<file path="config.mk">
export PLATFORM = sky130hd
export DESIGN_NAME = ssx_exec
export DESIGN_NICKNAME = d
export VERILOG_FILES = /design/src/rtl/ssx_pkg.sv /design/src/rtl/ssx_addr_gen.sv /design/src/rtl/ssx_exec.sv
export VERILOG_INCLUDE_DIRS = /design/src /design/src/rtl
export SDC_FILE = /design/constraint.sdc
export NUM_CORES = 1
export LEC_CHECK = 0
export BUFFER_PORTS_ARGS = -buffer_cell sky130_fd_sc_hd__clkbuf_2
export CAP_MARGIN = 10
export CORE_MARGIN = 2
export CORE_UTILIZATION = 25
export DETAILED_ROUTE_END_ITERATION = 7
export SYNTH_ARGS = -nofsm -noshare
export SYNTH_HDL_FRONTEND = slang
export SYNTH_SLANG_ARGS = --single-unit
</file>
<file path="constraint.sdc">
create_clock -name ref_clk_i -period 5.15 [get_ports ref_clk_i]
set_clock_uncertainty 0.05 [all_clocks]
set_input_delay 0.2575 -clock ref_clk_i [delete_from_list [all_inputs] [get_ports ref_clk_i]]
set_output_delay 0.2575 -clock ref_clk_i [all_outputs]
set_load 0.02 [all_outputs]
</file>
<file path="src/rtl/ssx_regs.svh">
// constants for the set, sleep and subtract-with-borrow execution block
`ifndef SSX_REGS_SVH
`define SSX_REGS_SVH
`define SSX_OP_SET_HI 7'h34
`define SSX_OP_SUB_HI 6'h15
`define SSX_OP_SLEEP 16'h0003
`define SSX_ALL_ONES 8'hFF
`define SSX_ILO_MAX 8'h5F
`define SSX_ACCESS_SPLIT 8'h60
`define SSX_ACCESS_HI_BANK 4'hF
`define SSX_FLAG_N 4
`define SSX_FLAG_OV 3
`define SSX_FLAG_Z 2
`define SSX_FLAG_DC 1
`define SSX_FLAG_C 0
`define SSX_PD_RESET 1'b1
`define SSX_TO_RESET 1'b1
`endif

</file>
<file path="src/rtl/ssx_pkg.sv">
// types for the set, sleep and subtract-with-borrow execution block
package ssx_pkg;
	typedef enum logic [1:0] {
		SSX_Q1 = 2'b00,
		SSX_Q2 = 2'b01,
		SSX_Q3 = 2'b10,
		SSX_Q4 = 2'b11
	} ssx_phase_e;
	typedef enum logic [1:0] {
		SSX_RUN = 2'b00,
		SSX_SLEEP = 2'b01
	} ssx_state_e;
endpackage

</file>
<file path="src/rtl/ssx_addr_gen.sv">
// file register address resolution for byte-oriented instructions
`timescale 1ns/1ps
`include "ssx_regs.svh"
module ssx_addr_gen (
	// operand
	input wire logic [7:0] file_addr_i,
	input wire logic access_bit_i,
	// bank and index state
	input wire logic [3:0] bank_select_reg_i,
	input wire logic [11:0] index_base_i,
	input wire logic ext_set_en_i,
	// resolved address
	output logic [11:0] full_addr_o,
	output logic indexed_o
);
	wire use_indexed;
	wire access_low;
	wire [11:0] access_addr;
	wire [11:0] banked_addr;
	wire [11:0] indexed_addr;
	// indexed literal offset only below the split
	assign use_indexed = ext_set_en_i && !access_bit_i
		&& (file_addr_i <= `SSX_ILO_MAX);
	// access bank: offsets below 60h map to bank 0, the rest to the top bank
	assign access_low = file_addr_i < `SSX_ACCESS_SPLIT;
	assign access_addr = access_low ? {4'h0, file_addr_i}
		: {`SSX_ACCESS_HI_BANK, file_addr_i};
	assign banked_addr = {bank_select_reg_i, file_addr_i};
	assign indexed_addr = index_base_i + {4'h0, file_addr_i};
	assign full_addr_o = use_indexed ? indexed_addr
		: (access_bit_i ? banked_addr : access_addr);
	assign indexed_o = use_indexed;
endmodule // ssx_addr_gen

</file>
<file path="src/rtl/ssx_exec.sv">
// execution of set-all-ones, sleep and subtract-with-borrow instructions
// Behaviour
// - set-all-ones writes FFh, flags untouched
// - access bit 0 uses access bank
// - access bit 1 uses bank select register
// - extended set, access bit 0, offsets up to 5Fh use indexed addressing
// - sleep clears power-down flag
// - sleep sets time-out flag
// - sleep clears watchdog and postscaler
// - after sleep, halt until wake-up
// - watchdog wake-up clears time-out flag
`timescale 1ns/1ps
`include "ssx_regs.svh"
module ssx_exec (
	// clock and reset
	input wire logic ref_clk_i,
	input wire logic arst_n_i,
	// instruction and configuration
	input wire logic [15:0] instr_i,
	input wire logic instr_valid_i,
	input wire logic ext_set_en_i,
	input wire logic [3:0] bank_select_reg_i,
	input wire logic [11:0] index_base_i,
	// working register and data memory
	input wire logic [7:0] w_reg_i,
	input wire logic [7:0] file_rdata_i,
	// wake-up sources, asynchronous pins
	input wire logic wdt_timeout_i,
	input wire logic ext_wake_i,
	// data memory access
	output logic [11:0] file_addr_o,
	output logic [7:0] file_wdata_o,
	output logic file_we_o,
	output logic [7:0] w_wdata_o,
	output logic w_we_o,
	// status
	output logic [4:0] alu_flags_o,
	output logic flags_we_o,
	output logic power_down_flag_o,
	output logic time_out_flag_o,
	output logic wdt_clear_o,
	output logic osc_run_o,
	output logic [1:0] phase_o
);
	ssx_pkg::ssx_phase_e phase;
	ssx_pkg::ssx_phase_e next_phase;
	ssx_pkg::ssx_state_e state;
	logic [15:0] ir;
	logic [7:0] operand;
	logic [8:0] result;
	logic [4:0] flags;
	logic wdt_meta, wdt_sync, ext_meta, ext_sync;

	wire [11:0] addr_res;
	wire is_set;
	wire is_sub;
	wire is_sleep;
	wire dest_file;
	wire [8:0] diff;
	wire [4:0] diff_lo;
	wire ovf;
	wire asleep;
	wire wake;
	wire [15:0] fetch_word;
	wire [15:0] addr_src;

	// subtract as w + ~f + carry, so carry out is the no-borrow flag
	function automatic logic [8:0] sub_borrow(input logic [7:0] a,
		input logic [7:0] b, input logic cin);
		sub_borrow = {1'b0, a} + {1'b0, ~b} + {8'h00, cin};
	endfunction

	// decode
	assign is_set = ir[15:9] == `SSX_OP_SET_HI;
	assign is_sub = ir[15:10] == `SSX_OP_SUB_HI;
	assign is_sleep = ir == `SSX_OP_SLEEP;
	assign dest_file = ir[9];
	assign diff = sub_borrow(w_reg_i, operand, flags[`SSX_FLAG_C]);
	assign diff_lo = {1'b0, w_reg_i[3:0]} + {1'b0, ~operand[3:0]}
		+ {4'h0, flags[`SSX_FLAG_C]};
	assign ovf = (w_reg_i[7] != operand[7]) && (diff[7] != w_reg_i[7]);
	assign asleep = state == ssx_pkg::SSX_SLEEP;
	assign wake = wdt_sync || ext_sync;
	// an idle slot decodes as a no-operation word
	assign fetch_word = instr_valid_i ? instr_i : 16'h0000;
	// resolve from the incoming word in Q1, so the read in Q2
	// already sees the new operand's address, not the last one
	assign addr_src = (phase == ssx_pkg::SSX_Q1 && !asleep) ? fetch_word
		: ir;
	// phases advance only while awake; sleep freezes at Q1
	assign next_phase = asleep ? ssx_pkg::SSX_Q1
		: ssx_pkg::ssx_phase_e'(phase + 2'b01);

	ssx_addr_gen u_addr (
		.file_addr_i(addr_src[7:0]),
		.access_bit_i(addr_src[8]),
		.bank_select_reg_i(bank_select_reg_i),
		.index_base_i(index_base_i),
		.ext_set_en_i(ext_set_en_i),
		.full_addr_o(addr_res),
		.indexed_o()
	);

	// two-flop synchronisers for the wake pins
	always_ff @(posedge ref_clk_i or negedge arst_n_i) begin
		if (!arst_n_i) begin
			wdt_meta <= 1'b0;
			wdt_sync <= 1'b0;
			ext_meta <= 1'b0;
			ext_sync <= 1'b0;
		end else begin
			wdt_meta <= wdt_timeout_i;
			wdt_sync <= wdt_meta;
			ext_meta <= ext_wake_i;
			ext_sync <= ext_meta;
		end
	end

	// phase counter
	always_ff @(posedge ref_clk_i or negedge arst_n_i) begin
		if (!arst_n_i)
			phase <= ssx_pkg::SSX_Q1;
		else
			phase <= next_phase;
	end

	// Q1 decode latch, Q2 operand read
	always_ff @(posedge ref_clk_i or negedge arst_n_i) begin
		if (!arst_n_i) begin
			ir <= 16'h0000;
			operand <= 8'h00;
		end else if (!asleep) begin
			if (phase == ssx_pkg::SSX_Q1) begin
				ir <= fetch_word;
			end
			if (phase == ssx_pkg::SSX_Q2) begin
				operand <= file_rdata_i;
			end
		end
	end

	// Q3 process
	always_ff @(posedge ref_clk_i or negedge arst_n_i) begin
		if (!arst_n_i)
			result <= 9'h000;
		else if (!asleep && phase == ssx_pkg::SSX_Q3)
			result <= is_set ? {1'b0, `SSX_ALL_ONES} : diff;
	end

	// Q4 write-back strobes, one cycle wide
	always_ff @(posedge ref_clk_i or negedge arst_n_i) begin
		if (!arst_n_i) begin
			file_we_o <= 1'b0;
			w_we_o <= 1'b0;
			flags_we_o <= 1'b0;
			file_wdata_o <= 8'h00;
			w_wdata_o <= 8'h00;
			file_addr_o <= 12'h000;
		end else begin
			file_addr_o <= addr_res;
			file_wdata_o <= result[7:0];
			w_wdata_o <= result[7:0];
			file_we_o <= !asleep && phase == ssx_pkg::SSX_Q4
				&& (is_set || (is_sub && dest_file));
			w_we_o <= !asleep && phase == ssx_pkg::SSX_Q4
				&& is_sub && !dest_file;
			// set-all-ones leaves every flag alone
			flags_we_o <= !asleep && phase == ssx_pkg::SSX_Q4 && is_sub;
		end
	end

	// arithmetic flags computed in Q3
	always_ff @(posedge ref_clk_i or negedge arst_n_i) begin
		if (!arst_n_i)
			flags <= 5'h00;
		else if (!asleep && phase == ssx_pkg::SSX_Q3 && is_sub) begin
			flags[`SSX_FLAG_N] <= diff[7];
			flags[`SSX_FLAG_OV] <= ovf;
			flags[`SSX_FLAG_Z] <= diff[7:0] == 8'h00;
			flags[`SSX_FLAG_DC] <= diff_lo[4];
			flags[`SSX_FLAG_C] <= diff[8];
		end
	end

	// sleep entry at Q4, wake on a synchronised event
	always_ff @(posedge ref_clk_i or negedge arst_n_i) begin
		if (!arst_n_i) begin
			state <= ssx_pkg::SSX_RUN;
			power_down_flag_o <= `SSX_PD_RESET;
			time_out_flag_o <= `SSX_TO_RESET;
			wdt_clear_o <= 1'b0;
			osc_run_o <= 1'b1;
		end else begin
			wdt_clear_o <= 1'b0;
			case (state)
			ssx_pkg::SSX_RUN: begin
				if (phase == ssx_pkg::SSX_Q4 && is_sleep) begin
					power_down_flag_o <= 1'b0;
					time_out_flag_o <= 1'b1;
					wdt_clear_o <= 1'b1;
					osc_run_o <= 1'b0;
					state <= ssx_pkg::SSX_SLEEP;
				end
			end
			ssx_pkg::SSX_SLEEP: begin
				// wake pins are watched on this clock, already synchronised
				if (wake) begin
					state <= ssx_pkg::SSX_RUN;
					osc_run_o <= 1'b1;
					if (wdt_sync)
						time_out_flag_o <= 1'b0;
				end
			end
			default: state <= ssx_pkg::SSX_RUN;
			endcase
		end
	end

	assign alu_flags_o = flags;
	assign phase_o = phase;
endmodule // ssx_exec

</file>
==> impl_results.md <==
* #FFs+latches synth at between 70 and 80
* Fraction of registers with async set/reset at between 90% and 100%
* Crit Path Max Fanout at 33
* Synthesized net count at between 400 and 500
* Compound-gate portion of the synthesized area at 16.24%
* First-pass DRT Iterations at 8
* Critical Path Max Stage Delay at 0.43 ns
* # clock sinks at between 70 and 80
* Synth Instances at 356
* Register Area at ~1800 sq um
* R2R setup slack at between 2 and 2.5 ns
* Ys flop type: dfrtp_1
* Mapped Area at roughly 3600 sq um
* Layout cells sized above 1 at between 20% and 30%
* Mean post-synth cell area at roughly 10 sq um
* Lkg Pwr at around 0.0023 uW
* Setup violations, final at 0
* Critical path's most frequent cell: ha_1
* Fmax at about 330 MHz
* Max Cap Viol at 0
* Overall routed net length at 8821 um
* GRT Total Usage at around an eighth
* Core Area at approximately 14000 sq um
* Resize count post-CTS at 0
* Clk buf depth at 2
* EDFF count, synth at 0
* Filler instances at between 1000 and 1500
* PwrDens at 568.6 nW/um^2
* Multi-input gate area at ~1700 sq um
* Root Driver: clkbuf_16
* Fin nets at approximately 530
* TritonCTS clock tree: yes
* CP Launch Type: flop
* Slew @ Worst Pin at 1.027 ns
* Routed wire per std cell at approximately 14 um
* Synth cell types at between 50 and 60
* DR vias at 2869
* Residual DRC count at 0
* Crit path max-delay family: compound AO/OA/AOI/OAI gates
* CP endpoint kind: flop
* Multiplexer share of the synthesized area at 3.750%
* Reg2reg start: phase_o[0]$_DFF_PN0_
* Crit Path Class: reg -> reg
* Final ANT Viol Nets at 0
* Synth Area in Adders at under 10%
* Slowest cell on crit path: dfrtp_1
* Top area cells in the synthesized netlist: dfrtp_1, ha_1, o21ai_0
* Tcrit/Tclk final at between 50% and 60%
* CP Cell Sequence: inv_1 -> ha_1 -> nand2b_4 -> nand2_1 -> o21ai_0 -> ha_1 -> fa_1 -> a21o_1 -> a21oi_1 -> o31ai_1 -> a211oi_1 -> nor3b_1
* Util after Layout at 32.04%
* RSZ-0062 raised after global routing: no
* Worst slew margin at roughly a third
* Worst path depth at 12
* DP HPWL at about 6800 um
* Period minus WS final at 2.996 ns
* CTS clk-pin slew, worst paths at approximately 0.050 ns
* Worst EP arrival at between 3 and 4 ns
* Sequential element share of the synthesized area at 48.95%
* Die Ht at approximately 120 um
* Status: complete, no violations
* Avg Vias per Cell at 4.497
* I/O pins at 96
* Total negative slack at 0 ns
* Max VDD drop at 195.9 uV
* Initial core utilization at around a quarter
* Chip Width at 124.6 um
* Area Overhead vs Synth at 26.59%
* Final Hold Viols at 0
* CP required at about 5.3 ns
* WP buf/inv at 1
* Largest family of logic cells by synthesized area: compound AO/OA/AOI/OAI gates
* Placed Area at between 4000 and 5000 sq um
* Cell taking the most area after synthesis: dfrtp_1
* Area fraction of the dominant cell type after synthesis at ~47%
* Final Wtd Congestion at 0.8081
* Yosys warns at 0
* CTS H-Tree Depth at 3
* Port buffer count at 95
* Initial DRC Count at ~170
* Initial antenna violation count at 1
* Vias in the first global route at 2877
* Most frequent cell after synthesis: dfrtp_1
* Row Count at 44
* Largest net degree at the start of global routing at between 70 and 80
* Xor/xnor cell area share of the yosys netlist at around 2.4%
* R2r endpoint: file_addr_o[10]$_DFF_PN0_
* Simple-Gate Fraction of Synth Area at between 10% and 20%
* Cell area after layout at 4604 sq um
* Worst-Skew Late Latency at between 0.3 and 0.4 ns
* Max-slew violation count at 0
* Worst reg-to-reg path cell count at 12
* Num CTS Buffers at 9
* Die area at around 16000 sq um
* Top cells by count, synth: dfrtp_1, nand2_1, o21ai_0, a21oi_1, inv_1
* First-pass GRT wire length at approximately 14000 um
* Remaining Overflow, GRT at 0
* Hold crit path type: in -> async
[layout make-up]
class | count | share of cell area [%]
multi-input cells | 244 | 36.01
repair buffers | 98 | 10.92
clock inverters | 3 | 1.957
inverters | 24 | 1.957
diodes | 1 | 0.05435
flip-flops and latches | 71 | 38.67
clock buffers | 13 | 5.435
well taps | 184 | 5.000
[cells by family (layout without fill, tap and decap cells)]
logic type | after synthesis | after routing
AOI/OAI and AO/OA | 94 | 94
xor gates and xnor gates | 10 | 10
and+or+nand+nor | 107 | 107
muxes | 10 | 10
adders and majority gates | 23 | 23
DFF | 71 | 71
buffers and inverters | 41 | 138
other | 0 | 1
[worst reg2reg max path, delay by kind of cell, from the launching register on]
family / cells / cell delay, ns
AO/OA/AOI/OAI: 5 / 0.99
buffers and inverters: 1 / 0.10
flip-flops: 1 / 0.43
AND/OR/NAND/NOR: 3 / 0.44
adder cells (fa/ha/maj): 3 / 0.87
[per-stage QoR]
step	power, uW	instances	hold slack (ns)	worst slack (ns)
after floorplan	1639	356	-0.08809	2.156
after global placement	1893	619	0.2825	2.257
after global routing	2801	637	0.08622	1.940
after CTS	2648	637	0.07767	2.140
after detailed placement	1916	619	0.2902	2.160
final	2618	638	0.08912	2.154
[where the power goes]
part	leakage (uW)	switching (uW)	internal, uW	total, uW
clock network	0.000164	221	487	708
registers	0.000856	98.2	750	848
logic	0.00128	650	413	1060
total	0.00230	969	1650	2620
[how the worst max path moves through the flow]
stage                               from                         to  slack, ns
finish              phase_o[0]$_DFF_PN0_  file_addr_o[10]$_DFF_PN0_       2.15
global route        phase_o[0]$_DFF_PN0_  file_addr_o[10]$_DFF_PN0_       1.94
CTS                 phase_o[0]$_DFF_PN0_  file_addr_o[10]$_DFF_PN0_       2.14
detailed placement  phase_o[0]$_DFF_PN0_  file_addr_o[10]$_DFF_PN0_       2.16
global placement    phase_o[0]$_DFF_PN0_  file_addr_o[10]$_DFF_PN0_       2.26
floorplan           phase_o[0]$_DFF_PN0_  file_addr_o[10]$_DFF_PN0_       2.16
[layout by cell type (no fill, tap or decap), types with 2 or more instances in the layout]
master / synthesis / routed
a211oi_1: 2 / 2
a21o_1: 8 / 8
a21oi_1: 24 / 24
and3_1: 2 / 2
bufinv_16: 0 / 3
clkbuf_1: 6 / 3
clkbuf_16: 0 / 9
clkbuf_2: 0 / 94
dfrtp_1: 68 / 68
dfstp_2: 3 / 3
dlygate4sd3_1: 0 / 2
fa_1: 3 / 3
ha_1: 20 / 20
inv_1: 21 / 21
inv_2: 3 / 3
mux2_4: 7 / 7
mux2i_1: 2 / 2
nand2_1: 48 / 48
nand2b_1: 2 / 2
nand3_1: 4 / 4
nand3b_1: 2 / 2
nand4_1: 5 / 5
nor2_1: 17 / 17
nor2b_1: 6 / 6
nor3_1: 7 / 7
nor4_1: 2 / 2
o211ai_1: 3 / 3
o21a_1: 4 / 4
o21ai_0: 37 / 37
o22a_1: 3 / 3
o22ai_1: 2 / 2
o31ai_1: 3 / 3
o31ai_2: 2 / 2
xnor2_1: 6 / 6
xor2_1: 4 / 4
[registers in the layout (all words and copies together), names as in the netlist, 2 cells and up]
name / flops
operand: 8
file_addr_o: 12
phase_o: 2
alu_flags_o: 5
w_wdata_o: 8
ir: 16
result: 8
[layer usage]
metal / share of wire [%] / vias up / global-route usage [%]
li1: - / 1419 / -
met1: 46 / 1334 / 14.84
met2: 46 / 105 / 18.23
met3: 7.3 / 11 / 4.596
met4: 1.1 / 0 / 3.569
met5: 0 / - / 0
[timing repair]
action / 4_1_cts / 5_1_grt
hold buffers: 2 / 0
buffers inserted: 0 / 0
hold endpoints to repair: 2 / 0
(Power assumes the default switching activity.)
